$ cat src/rtl/ebt_defs.svh
// Function
// - enable drives output to initial level
// - enable outside demod loads low hold if level 0
// - single-pass counts down, stops, toggles, flags
// - modulo-N first terminal toggles, no interrupt
// - modulo-N reloads per level, flags each period after the first
// - hold writes apply only at next reload
// - initial count zero gives 256-step period
// - demod edges capture count high or low
// - capture sets edge flag, edge interrupt
// - capture reloads counter with all ones
// - demod zero sets timeout, keeps counting
`ifndef EBT_DEFS_SVH
`define EBT_DEFS_SVH

// ************************************************************
// register word indices, byte address is four times these
// ************************************************************
`define EBT_IDX_MODE     6'h00
`define EBT_IDX_SHARED   6'h01
`define EBT_IDX_LOW      6'h04
`define EBT_IDX_HIGH     6'h05
`define EBT_IDX_CAPLO    6'h0a
`define EBT_IDX_CAPHI    6'h0b
`define EBT_IDX_STAT     6'h10
`define EBT_IDX_MASK     6'h11
`define EBT_IDX_COUNT    6'h12

// ************************************************************
// field positions and values
// ************************************************************
`define EBT_SH_INIT      1
`define EBT_SH_NEG       1
`define EBT_SH_POS       0
`define EBT_RST_BYTE     8'h00
`define EBT_RST_STAT     3'h0
`define EBT_CNT_FULL     8'hff
`define EBT_CNT_ONE      8'h01
`define EBT_CNT_ZERO     8'h00
`define EBT_RESP_OKAY    2'h0
`define EBT_RESP_SLVERR  2'h2
`define EBT_PAD_W        24
`define EBT_PAD          24'h000000

`endif

$ cat src/rtl/ebt_pkg.sv
`include "ebt_defs.svh"

package ebt_pkg;

   // ************************************************************
   // control layout and state codes
   // ************************************************************
   typedef struct packed {
      logic       en;
      logic       single;
      logic       to_view;
      logic [1:0] rsv;
      logic       edge_ie;
      logic       to_ie;
      logic       demod;
   } ebt_mode_t;

   typedef struct packed {
      logic pos_cap;
      logic neg_cap;
      logic timeout;
   } ebt_stat_t;

   typedef enum logic [1:0] {
      ST_IDLE  = 2'b00,
      ST_XMIT  = 2'b01,
      ST_DEMOD = 2'b11
   } ebt_state_t;

endpackage : ebt_pkg

$ cat src/rtl/ebt_timer.sv
`timescale 1ns/1ps
`default_nettype none
`include "ebt_defs.svh"

module ebt_timer
   import ebt_pkg::*;
(
   input  wire logic       clk_i,           // 200 MHz clock
   input  wire logic       rst_i,           // async reset, high
   input  wire logic       ce_i,            // clock enable
   input  wire logic [7:0] s_axi_awaddr_i,  // write address
   input  wire logic       s_axi_awvalid_i, // write address valid
   output logic            s_axi_awready_o, // write address ready
   input  wire logic [31:0] s_axi_wdata_i,  // write data
   input  wire logic [3:0] s_axi_wstrb_i,   // write strobes
   input  wire logic       s_axi_wvalid_i,  // write data valid
   output logic            s_axi_wready_o,  // write data ready
   output logic [1:0]      s_axi_bresp_o,   // write response
   output logic            s_axi_bvalid_o,  // write response valid
   input  wire logic       s_axi_bready_i,  // write response ready
   input  wire logic [7:0] s_axi_araddr_i,  // read address
   input  wire logic       s_axi_arvalid_i, // read address valid
   output logic            s_axi_arready_o, // read address ready
   output logic [31:0]     s_axi_rdata_o,   // read data
   output logic [1:0]      s_axi_rresp_o,   // read response
   output logic            s_axi_rvalid_o,  // read data valid
   input  wire logic       s_axi_rready_i,  // read data ready
   input  wire logic       demod_in_i,      // demodulation input pin
   output logic            timer_wave_output_o, // waveform pin
   output logic            irq_o            // level interrupt
);

   // ************************************************************
   // helpers
   // ************************************************************
   function automatic logic [7:0] ebt_sel_hold(input logic lvl,
                                               input logic [7:0] lo,
                                               input logic [7:0] hi);
      ebt_sel_hold = lvl ? hi : lo;
   endfunction : ebt_sel_hold

   function automatic logic ebt_mapped(input logic [5:0] idx);
      ebt_mapped = (idx == `EBT_IDX_MODE)  || (idx == `EBT_IDX_SHARED) ||
                   (idx == `EBT_IDX_LOW)   || (idx == `EBT_IDX_HIGH)   ||
                   (idx == `EBT_IDX_CAPLO) || (idx == `EBT_IDX_CAPHI)  ||
                   (idx == `EBT_IDX_STAT)  || (idx == `EBT_IDX_MASK)   ||
                   (idx == `EBT_IDX_COUNT);
   endfunction : ebt_mapped

   // ************************************************************
   // state
   // ************************************************************
   logic        aw_have_q;
   logic [5:0]  aw_idx_q;
   logic        w_have_q;
   logic [7:0]  w_byte_q;
   logic        w_lane_q;
   logic        awready_q;
   logic        wready_q;
   logic        bvalid_q;
   logic [1:0]  bresp_q;
   logic        arready_q;
   logic        rvalid_q;
   logic [31:0] rdata_q;
   logic [1:0]  rresp_q;
   ebt_mode_t   mode_q;
   logic        init_q;
   logic [7:0]  low_hold_q;
   logic [7:0]  high_hold_q;
   logic [7:0]  cap_lo_q;
   logic [7:0]  cap_lo_d;
   logic [7:0]  cap_hi_q;
   logic [7:0]  cap_hi_d;
   ebt_stat_t   stat_q;
   ebt_stat_t   stat_d;
   ebt_stat_t   mask_q;
   logic [7:0]  cnt_q;
   logic [7:0]  cnt_d;
   logic        wave_q;
   logic        wave_d;
   logic        first_q;
   logic        first_d;
   ebt_state_t  st_q;
   ebt_state_t  st_d;
   logic        irq_q;
   logic [2:0]  pin_q;
   logic        pin_f_q;

   // ************************************************************
   // bus decode
   // ************************************************************
   wire        aw_take  = s_axi_awvalid_i & awready_q;
   wire        w_take   = s_axi_wvalid_i & wready_q;
   wire        do_wr    = aw_have_q & w_have_q & ~bvalid_q;
   wire        aw_have_d = aw_take | (aw_have_q & ~do_wr);
   wire        w_have_d = w_take | (w_have_q & ~do_wr);
   wire        bvalid_d = do_wr | (bvalid_q & ~s_axi_bready_i);
   wire        ar_take  = s_axi_arvalid_i & arready_q;
   wire        rvalid_d = ar_take | (rvalid_q & ~s_axi_rready_i);
   wire        wr_en    = do_wr & w_lane_q;
   wire        wr_mode  = wr_en & (aw_idx_q == `EBT_IDX_MODE);
   wire        wr_shared = wr_en & (aw_idx_q == `EBT_IDX_SHARED);
   wire        wr_low   = wr_en & (aw_idx_q == `EBT_IDX_LOW);
   wire        wr_high  = wr_en & (aw_idx_q == `EBT_IDX_HIGH);
   wire        wr_stat  = wr_en & (aw_idx_q == `EBT_IDX_STAT);
   wire        wr_mask  = wr_en & (aw_idx_q == `EBT_IDX_MASK);
   ebt_mode_t  mode_w;
   assign mode_w = ebt_mode_t'(w_byte_q);
   wire        start_w  = wr_mode & mode_w.en & ~mode_q.en;
   wire        halt_w   = wr_mode & ~mode_w.en;
   wire [2:0]  clr_w    = wr_stat ? w_byte_q[2:0] : `EBT_RST_STAT;

   // ************************************************************
   // read mux
   // ************************************************************
   wire [5:0]  rd_idx   = s_axi_araddr_i[7:2];
   wire [7:0]  mode_rd  = {mode_q.en, mode_q.single, stat_q.timeout,
                           mode_q.rsv, mode_q.edge_ie, mode_q.to_ie,
                           mode_q.demod};
   // in demod the two low shared bits show the edge flags instead
   wire [7:0]  shared_rd = mode_q.demod ?
                           {6'h00, stat_q.neg_cap, stat_q.pos_cap} :
                           {6'h00, init_q, 1'b0};
   wire [7:0]  rd_byte  =
      (rd_idx == `EBT_IDX_MODE)   ? mode_rd :
      (rd_idx == `EBT_IDX_SHARED) ? shared_rd :
      (rd_idx == `EBT_IDX_LOW)    ? low_hold_q :
      (rd_idx == `EBT_IDX_HIGH)   ? high_hold_q :
      (rd_idx == `EBT_IDX_CAPLO)  ? cap_lo_q :
      (rd_idx == `EBT_IDX_CAPHI)  ? cap_hi_q :
      (rd_idx == `EBT_IDX_STAT)   ? {5'h00, stat_q} :
      (rd_idx == `EBT_IDX_MASK)   ? {5'h00, mask_q} :
      (rd_idx == `EBT_IDX_COUNT)  ? cnt_q : `EBT_RST_BYTE;
   wire [1:0]  rd_resp  = ebt_mapped(rd_idx) ? `EBT_RESP_OKAY :
                                               `EBT_RESP_SLVERR;

   // ************************************************************
   // pin filter: a change counts once stages two and three agree
   // ************************************************************
   wire        pin_stable = (pin_q[1] == pin_q[2]);
   wire        pin_neg  = pin_stable & pin_f_q & ~pin_q[2];
   wire        pin_pos  = pin_stable & ~pin_f_q & pin_q[2];

   // ************************************************************
   // counter engine
   // ************************************************************
   wire        term_w   = (cnt_q == `EBT_CNT_ONE);
   ebt_stat_t  set_w;

   always_comb
   begin
      cnt_d    = cnt_q;
      wave_d   = wave_q;
      first_d  = first_q;
      st_d     = st_q;
      cap_lo_d = cap_lo_q;
      cap_hi_d = cap_hi_q;
      set_w    = ebt_stat_t'(`EBT_RST_STAT);
      if (halt_w)
      begin
         st_d = ST_IDLE;
      end
      else if (start_w)
      begin
         wave_d  = init_q;
         first_d = 1'b1;
         if (mode_w.demod)
         begin
            st_d  = ST_DEMOD;
            cnt_d = `EBT_CNT_FULL;
         end
         else
         begin
            st_d  = ST_XMIT;
            cnt_d = ebt_sel_hold(init_q, low_hold_q,
                                 high_hold_q);
         end
      end
      else
      begin
         unique case (st_q)
            ST_IDLE:
            begin
               cnt_d = cnt_q;
            end
            ST_XMIT:
            begin
               // terminal is the step onto zero, so a count of zero
               // first wraps through all ones
               if (term_w)
               begin
                  wave_d = ~wave_q;
                  if (mode_q.single)
                  begin
                     cnt_d         = `EBT_CNT_ZERO;
                     st_d          = ST_IDLE;
                     set_w.timeout = 1'b1;
                  end
                  else
                  begin
                     // holds are sampled only here and at start
                     cnt_d = ebt_sel_hold(~wave_q, low_hold_q,
                                          high_hold_q);
                     first_d       = 1'b0;
                     set_w.timeout = ~first_q;
                  end
               end
               else
               begin
                  cnt_d = cnt_q - `EBT_CNT_ONE;
               end
            end
            ST_DEMOD:
            begin
               if (pin_neg)
               begin
                  cap_hi_d      = cnt_q;
                  set_w.neg_cap = 1'b1;
                  cnt_d         = `EBT_CNT_FULL;
               end
               else if (pin_pos)
               begin
                  cap_lo_d      = cnt_q;
                  set_w.pos_cap = 1'b1;
                  cnt_d         = `EBT_CNT_FULL;
               end
               else
               begin
                  // lands on zero, next step wraps to all ones
                  cnt_d         = cnt_q - `EBT_CNT_ONE;
                  set_w.timeout = term_w;
               end
            end
            default:
            begin
               st_d = ST_IDLE;
            end
         endcase
      end
   end

   // set beats a same-cycle clear so no event is lost
   assign stat_d = ebt_stat_t'((stat_q & ~clr_w) | set_w);
   wire [2:0] ie_w = {mode_q.edge_ie, mode_q.edge_ie, mode_q.to_ie};
   wire       irq_d = |(stat_d & mask_q & ie_w);

   // ************************************************************
   // registers
   // ************************************************************
   always_ff @(posedge clk_i or posedge rst_i)
   begin
      if (rst_i)
      begin
         aw_have_q <= 1'b0;
         aw_idx_q  <= 6'h00;
         w_have_q  <= 1'b0;
         w_byte_q  <= `EBT_RST_BYTE;
         w_lane_q  <= 1'b0;
         awready_q <= 1'b0;
         wready_q  <= 1'b0;
         bvalid_q  <= 1'b0;
         bresp_q   <= `EBT_RESP_OKAY;
         arready_q <= 1'b0;
         rvalid_q  <= 1'b0;
         rdata_q   <= 32'h00000000;
         rresp_q   <= `EBT_RESP_OKAY;
      end
      else if (ce_i)
      begin
         if (aw_take)
         begin
            aw_idx_q <= s_axi_awaddr_i[7:2];
         end
         if (w_take)
         begin
            w_byte_q <= s_axi_wdata_i[7:0];
            w_lane_q <= s_axi_wstrb_i[0];
         end
         if (do_wr)
         begin
            bresp_q <= ebt_mapped(aw_idx_q) ? `EBT_RESP_OKAY :
                                              `EBT_RESP_SLVERR;
         end
         if (ar_take)
         begin
            rdata_q <= {`EBT_PAD, rd_byte};
            rresp_q <= rd_resp;
         end
         aw_have_q <= aw_have_d;
         w_have_q  <= w_have_d;
         bvalid_q  <= bvalid_d;
         rvalid_q  <= rvalid_d;
         awready_q <= ~aw_have_d & ~bvalid_d;
         wready_q  <= ~w_have_d & ~bvalid_d;
         arready_q <= ~rvalid_d;
      end
   end

   always_ff @(posedge clk_i or posedge rst_i)
   begin
      if (rst_i)
      begin
         mode_q      <= ebt_mode_t'(`EBT_RST_BYTE);
         init_q      <= 1'b0;
         low_hold_q  <= `EBT_RST_BYTE;
         high_hold_q <= `EBT_RST_BYTE;
         mask_q      <= ebt_stat_t'(`EBT_RST_STAT);
      end
      else if (ce_i)
      begin
         if (wr_mode)
         begin
            mode_q         <= mode_w;
            mode_q.to_view <= 1'b0;
            mode_q.rsv     <= 2'b00;
         end
         if (wr_shared)
         begin
            init_q <= w_byte_q[`EBT_SH_INIT];
         end
         if (wr_low)
         begin
            low_hold_q <= w_byte_q;
         end
         if (wr_high)
         begin
            high_hold_q <= w_byte_q;
         end
         if (wr_mask)
         begin
            mask_q <= ebt_stat_t'(w_byte_q[2:0]);
         end
      end
   end

   always_ff @(posedge clk_i or posedge rst_i)
   begin
      if (rst_i)
      begin
         cnt_q    <= `EBT_CNT_ZERO;
         wave_q   <= 1'b0;
         first_q  <= 1'b0;
         st_q     <= ST_IDLE;
         cap_lo_q <= `EBT_RST_BYTE;
         cap_hi_q <= `EBT_RST_BYTE;
         stat_q   <= ebt_stat_t'(`EBT_RST_STAT);
         irq_q    <= 1'b0;
         pin_q    <= 3'h0;
         pin_f_q  <= 1'b0;
      end
      else if (ce_i)
      begin
         cnt_q    <= cnt_d;
         wave_q   <= wave_d;
         first_q  <= first_d;
         st_q     <= st_d;
         cap_lo_q <= cap_lo_d;
         cap_hi_q <= cap_hi_d;
         stat_q   <= stat_d;
         irq_q    <= irq_d;
         pin_q    <= {pin_q[1:0], demod_in_i};
         if (pin_stable)
         begin
            pin_f_q <= pin_q[2];
         end
      end
   end

   assign s_axi_awready_o     = awready_q;
   assign s_axi_wready_o      = wready_q;
   assign s_axi_bvalid_o      = bvalid_q;
   assign s_axi_bresp_o       = bresp_q;
   assign s_axi_arready_o     = arready_q;
   assign s_axi_rvalid_o      = rvalid_q;
   assign s_axi_rdata_o       = rdata_q;
   assign s_axi_rresp_o       = rresp_q;
   assign timer_wave_output_o = wave_q;
   assign irq_o               = irq_q;
endmodule : ebt_timer

`default_nettype wire

$ cat config.mk
export PLATFORM = sky130hd
export DESIGN_NAME = ebt_timer
export DESIGN_NICKNAME = d
export VERILOG_FILES = /design/src/rtl/ebt_pkg.sv /design/src/rtl/ebt_timer.sv
export VERILOG_INCLUDE_DIRS = /design/src /design/src/rtl
export SDC_FILE = /design/constraint.sdc
export NUM_CORES = 1
export LEC_CHECK = 0
export BUFFER_PORTS_ARGS = -buffer_cell sky130_fd_sc_hd__buf_2
export CAP_MARGIN = 20
export CORE_UTILIZATION = 40
export DETAILED_ROUTE_END_ITERATION = 16
export PLACE_DENSITY = 0.71
export SLEW_MARGIN = 20
export SYNTH_ARGS = -nofsm -noshare
export SYNTH_HDL_FRONTEND = slang
export SYNTH_SLANG_ARGS = --single-unit
$ cat constraint.sdc
create_clock -name clk_i -period 7.3 [get_ports clk_i]
set_input_delay 0 -clock clk_i [delete_from_list [all_inputs] [get_ports clk_i]]
set_output_delay 0 -clock clk_i [all_outputs]
set_load 0.05 [all_outputs]
Word level (Yosys, flattened, before mapping)

Index checks and enable logic that the tools add are counted.
Widths: inputs -> output; s select.

Flip-flop bits (word level): 95
Bits in latches: 0
Memory bits (writable): 0
Memory bits (read-only): 0
Output and inout port bits: 43
Logic and storage cells: 198
Memories: 0

Add/sub/neg operators: 1
$mul: 0
Div/mod/pow operators: 0
Magnitude comparators: 0
Equality and inequality tests: 24
Shifts and indexed selects: 0
Muxes and demuxes: 46
Bitwise operators: 51
Reductions and logical operators: 40

Operator list:

| kind                | number |
|---|---|
| $mux 8              | 17 |
| $eq 6x5->1 const B  | 6 |
| $and 1x1->1         | 25 |
| $eq 6x3->1 const B  | 4 |
| $eq 6x4->1 const B  | 4 |
| $reduce_and 2->1    | 10 |
| $mux 2              | 9 |
| $not 1->1           | 17 |
| $logic_or 1x1->1    | 16 |
| $pmux 8 s2          | 1 |
| $mux 1              | 14 |
| $eq 6x1->1 const B  | 2 |
| $logic_not 6->1     | 2 |
| $reduce_and 5->1    | 2 |
| $and 3x3->3         | 3 |
| $mux 3              | 3 |
| $eq 8x1->1 const B  | 1 |
| $ne 4x4->1 const B  | 2 |
| $reduce_and 4->1    | 2 |
| $sub 8x1->8 const B | 1 |
| $reduce_and 6->1    | 1 |
| $or 1x1->1          | 4 |
| $pmux 2 s2          | 1 |
| $reduce_bool 2->1   | 2 |
| other kinds (13)    | 13 |

Depth between registers and ports, before layout

Depth after elaboration: 12
Depth in mapped cells: 8
Mapped depth without buffers: 7

Worst setup path after synthesis

OpenSTA, ideal clock, no wires.

Path type: register -> register
From: register bvalid_q, in the netlist s_axi_bvalid_o
To: register cap_hi_q[0]
Setup time: 0.125 ns
Data arrival time: 2.149 ns
Required time: 7.175 ns
Path slack: 5.027 ns
Cell stages (with the launch flop): 6
Path buffers: 0
Clock period less this slack: 2.273 ns
Path through: dfrtp_1 > nand3b_1 > a2111o_1 > and3_1 > nand2_2 > mux2_2

Word-level cells in the longest chain between the ends: 8
Elaborated cells between the ends (all ways): 10
Classes of those cells: 9 x bitwise; 1 x reduce/logical

RTL lines:

| element                      | RTL line         | text |
|---|---|---|
| start, declared              | ebt_timer.sv:60  | `logic bvalid_q;` |
| start signal, assigned       | ebt_timer.sv:291 | `bvalid_q <= bvalid_d;` |
| $not 1->1 *                  | ebt_timer.sv:94  | `wire do_wr = aw_have_q & w_have_q & ~bvalid_q;` |
| $and 1x1->1 *                | ebt_timer.sv:94  |  |
| $and 1x1->1 *                | ebt_timer.sv:100 | `wire wr_en = do_wr & w_lane_q;` |
| $and 1x1->1 *                | ebt_timer.sv:101 | `` wire wr_mode = wr_en & (aw_idx_q == `EBT_IDX_MODE); `` |
| $and 1x1->1 (2 in series)    | ebt_timer.sv:109 | `wire start_w = wr_mode & mode_w.en & ~mode_q.en;` |
| $not 1->1 (no line)          | --               |  |
| $reduce_and 5->1 (no line) * | --               |  |
| end signal, assigned         | ebt_timer.sv:345 | `` cap_hi_q <= `EBT_RST_BYTE; `` |
| end signal, assigned         | ebt_timer.sv:358 | `cap_hi_q <= cap_hi_d;` |
| end, declared                | ebt_timer.sv:72  | `logic [7:0] cap_hi_q;` |

Every way passes the cells marked *; elsewhere a longest branch is shown, timed or not.
A chain may end at the register's enable or synchronous reset.

Worst setup path after layout

From: register aw_idx_q[3]
To: register cnt_q[0]

Word-level cells in the longest chain between the ends: 6
Elaborated cells between the ends (all ways): 9
Classes of those cells: 1 x mux; 5 x bitwise; 3 x reduce/logical

RTL lines:

| element                     | RTL line         | text |
|---|---|---|
| start, declared             | ebt_timer.sv:54  | `logic [5:0] aw_idx_q;` |
| start signal, assigned      | ebt_timer.sv:272 | `aw_idx_q <= s_axi_awaddr_i[7:2];` |
| $logic_not 6->1 (no line) * | --               |  |
| $and 1x1->1 *               | ebt_timer.sv:101 |  |
| $and 1x1->1 (2 in series)   | ebt_timer.sv:109 |  |
| $reduce_bool 3->1 (no line) | --               |  |
| $reduce_and 3->1 (no line)  | --               |  |
| end signal, assigned        | ebt_timer.sv:340 | `` cnt_q <= `EBT_CNT_ZERO; `` |
| end signal, assigned        | ebt_timer.sv:353 | `cnt_q <= cnt_d;` |
| end, declared               | ebt_timer.sv:77  | `logic [7:0] cnt_q;` |

Marked as above.

==> key figures <==
Status
  • Status: finished, final reports clean

Synth
  • Proportion of synthesized flip-flops having asynchronous set or reset: 100%
  • YS warnings: 0
  • Top cells by area in the synthesized netlist: dfrtp_1 45%, mux2_2 14%, buf_4 3.8%
  • Number of flops mapped to enable cells by yosys: 0
  • Area fraction of the dominant cell type after synthesis: 44.8%
  • Most common flop cell mapped by yosys: dfrtp_1
  • Average footprint of a synthesized cell: 10.4 µm²
  • Most repeated cell in the gate-level netlist after synthesis: dfrtp_1
  • Yosys cell types: 63
  • Cell count after synthesis: 500
  • Cell area after synthesis: 0.00519 mm²
  • Number of synthesized register bits: 93
  • Most common library cells after synthesis: 93 x dfrtp_1, 66 x mux2_2, 41 x nand2_1, 26 x a21oi_1, 26 x buf_4
  • Seq/Total Area, Yosys: 44.8%
  • Library cell occupying the most area in the post-synthesis netlist: dfrtp_1

Floorplan
  • Die height: 116 µm
  • Horiz. Die Dim: 116 µm
  • Top Ports: 104
  • Initial core utilization: 41.1%
  • Number of rows created at floorplan: 41
  • Total core area: 0.0126 mm²
  • Full die area: 0.0134 mm²

Finish
  • Final layout net count: 627
  • Antenna Diode Count: 0
  • Combined flip-flop and latch cell area: 0.00233 mm²
  • Area added between synthesis and finish: 15.4%
  • Share of post-route cells with drive strength above 1: 25.4%
  • Fill cell total of the finished layout: 1201
  • Non-Filler Instances: 739
  • Area of the multi-input gates: 0.00261 mm²

Worst setup path
  • Type of the setup path with the least slack: register to register
  • CP Capture Type: register
  • Required time of the critical path: 7.58 ns
  • Top fanout value on the critical path: 12
  • Arrival time of the worst setup path: 3.03 ns
  • Critical path startpoint category: register

STA
  • Post-route minimum period: 2.75 ns
  • Part of the cycle the worst path needs: 37.6%
  • Final number of max-transition violations: 0
  • Pin slew with the least headroom to its limit: 1.05 ns
  • Final-report hold violation count: 0
  • Relative slew slack: 29.5%
  • TNS Setup: 0 ns
  • Maximum clock frequency: 0.364 GHz
  • Largest clock skew in the final design: 0.00839 ns
  • Final setup violation count: 0
  • Unrepaired setup endpoints after global routing: false

Clock network
  • Clock transition at the registers of the reported paths: 0.06 ns
  • Total setup buffers inserted after CTS: 0
  • Worst-case clock buffer depth: 2
  • Total number of clock tree sinks: 93
  • Number of buffers created by CTS: 9
  • Clock tree from TritonCTS: yes
  • Number of cells upsized or downsized after cts: 0
  • CTS root buf: clkbuf_16
  • Clock network latency to the later pin of the worst-skew pair: 0.34 ns
  • H-tree levels: 3

Pwr
  • Leakage component of the power: 2.85 nW
  • Power density relative to cell area: 299 mW/mm²
  • Peak supply drop: 0.230 mV

Placement
  • HPWL reported at the end of detailed placement: 8.51 mm
  • Placed Cells incl. Taps: 700
  • Weighted congestion at the end of routability-driven global placement: 0.833
  • Number of port buffers: 46

Routing
  • Number of iterations in the first detailed-routing pass: 5
  • Number of vias per cell: 5.50
  • Residual DRC count: 0
  • Number of vias in the routed layout: 4067
  • Routed Antenna Nets: 0
  • Routed length per instance: 16.2 µm
  • DRT iter0 DRCs: 337
  • Total wire length: 12.0 mm

Global routing
  • First-pass GRT wire length: 19.7 mm
  • Total grt overflow: 0
  • Largest net degree at the start of global routing: 50
  • Total track usage: 19.2%
  • Initial antenna violation count: 0
  • Via count of the first global-routing pass: 3823

Flow run
  • Max-cap violation count: 0

Min path
  • Hold WC Path Type: primary input to register
## worst max-delay path, cell delays in order (launching register included)
cell and delay [ns]:
dfrtp_1 0.45, or4_1 0.71, nor4_4 0.55, a21oi_1 0.33, a2111oi_0 0.50, a21o_1 0.13
## layer usage
| metal | vias to the layer above | GRT usage, % | part of all wire, % |
|---|---|---|---|
| met5 | - | 0 | 0 |
| met4 | 0 | 7.01 | 1.5 |
| met3 | 17 | 4.81 | 6.1 |
| met2 | 143 | 29.2 | 47 |
| met1 | 2000 | 26.3 | 46 |
| li1 | 1907 | - | - |
## final cells by class
class	instances	area share (%)
timing repair buffer	71	7.85
multi-input combinational	366	43.5
tap	172	3.59
clock buffer	12	4.11
sequential	93	38.8
clock inverter	4	0.793
inverter	21	1.34
## sequential cells by signal, summed over array words and instances, names as in the netlist, 3 cells and up
name           count
mode_w             8
mode_q             3
low_hold_q         8
cnt_q              8
mask_q             3
cap_lo_q           8
high_hold_q        8
pin_q              3
aw_idx_q           6
s_axi_rdata_o      8
cap_hi_q           8
## where the power goes
part	switching, mW	leakage, nW	internal (mW)
sequential	0.161	1.24	0.629
combinational	0.323	1.47	0.214
clock	0.190	0.143	0.274
## cells in the final DEF, fill, tap and decap left out, types with 4 or more instances in the layout
| cell | count |
|---|---|
| buf_2 | 46 |
| nand2b_1 | 4 |
| mux2_2 | 66 |
| nor2_1 | 25 |
| o21ai_0 | 24 |
| o22a_1 | 4 |
| inv_1 | 20 |
| and3_1 | 7 |
| nor2b_1 | 6 |
| mux2i_1 | 16 |
| a21oi_1 | 26 |
| nand3b_1 | 5 |
| a22oi_1 | 6 |
| ha_1 | 4 |
| nand2_1 | 41 |
| dlygate4sd3_1 | 22 |
| o31ai_1 | 7 |
| nor3_1 | 7 |
| o32ai_1 | 4 |
| a211oi_1 | 4 |
| nor4_1 | 6 |
| nand3_1 | 10 |
| clkbuf_16 | 9 |
| conb_1 | 26 |
| dfrtp_1 | 93 |
| a21o_1 | 7 |
## worst paths after layout
| check | depth (start not counted) | start | slack [ns] | endpoint |
|---|---|---|---|---|
| worst max-delay path | 5 | aw_idx_q[3] | 4.55 | cnt_q[0] |
| worst min-delay path | 4 | s_axi_araddr_i[5] | 0.1 | s_axi_rresp_o[1] |
| worst max register to register | 5 | aw_idx_q[3] | 4.55 | cnt_q[0] |
| worst min register to register | 2 | s_axi_rdata_o[0] | 0.47 | s_axi_rdata_o[0] |
| max in group asynchronous | 4 | rst_i | 5.87 | mode_w[7] |
| min in group asynchronous | 3 | rst_i | 0.32 | s_axi_rdata_o[4] |
## kinds of logic (layout without fill, tap and decap cells)
kind of cell	count (synthesis)	count (layout)	share of synthesized area, %
AO/OA/AOI/OAI	115	115	15.3
AND/OR/NAND/NOR	138	138	14.4
buffers and inverters	66	108	6.92
multiplexers	82	82	17.4
other	1	26	0.0722
adder cells (fa/ha/maj)	4	4	0.964
flip-flops	93	93	44.8
XOR/XNOR	1	1	0.169
## through the flow
| stage | util (%) | setup WS (ns) | area, µm² | power (mW) | hold WS, ns |
|---|---|---|---|---|---|
| floorplan | - | 4.88 | 5290 | 1.18 | 0.150 |
| global placement | 43.3 | 4.46 | 5470 | 1.29 | 0.158 |
| detailed placement | 43.3 | 4.35 | 5470 | 1.32 | 0.166 |
| CTS | 47.4 | 4.33 | 5980 | 1.80 | 0.0974 |
| global route | 47.5 | 4.41 | 5990 | 1.89 | 0.142 |
| finish | 47.5 | 4.55 | 5990 | 1.79 | 0.0968 |
## repair_timing
item,in CTS,in global routing
endpoints found under the setup margin,0,0
endpoints found under the hold margin,65,0
hold buffers,22,0
Power figures use the tool's default switching activity.
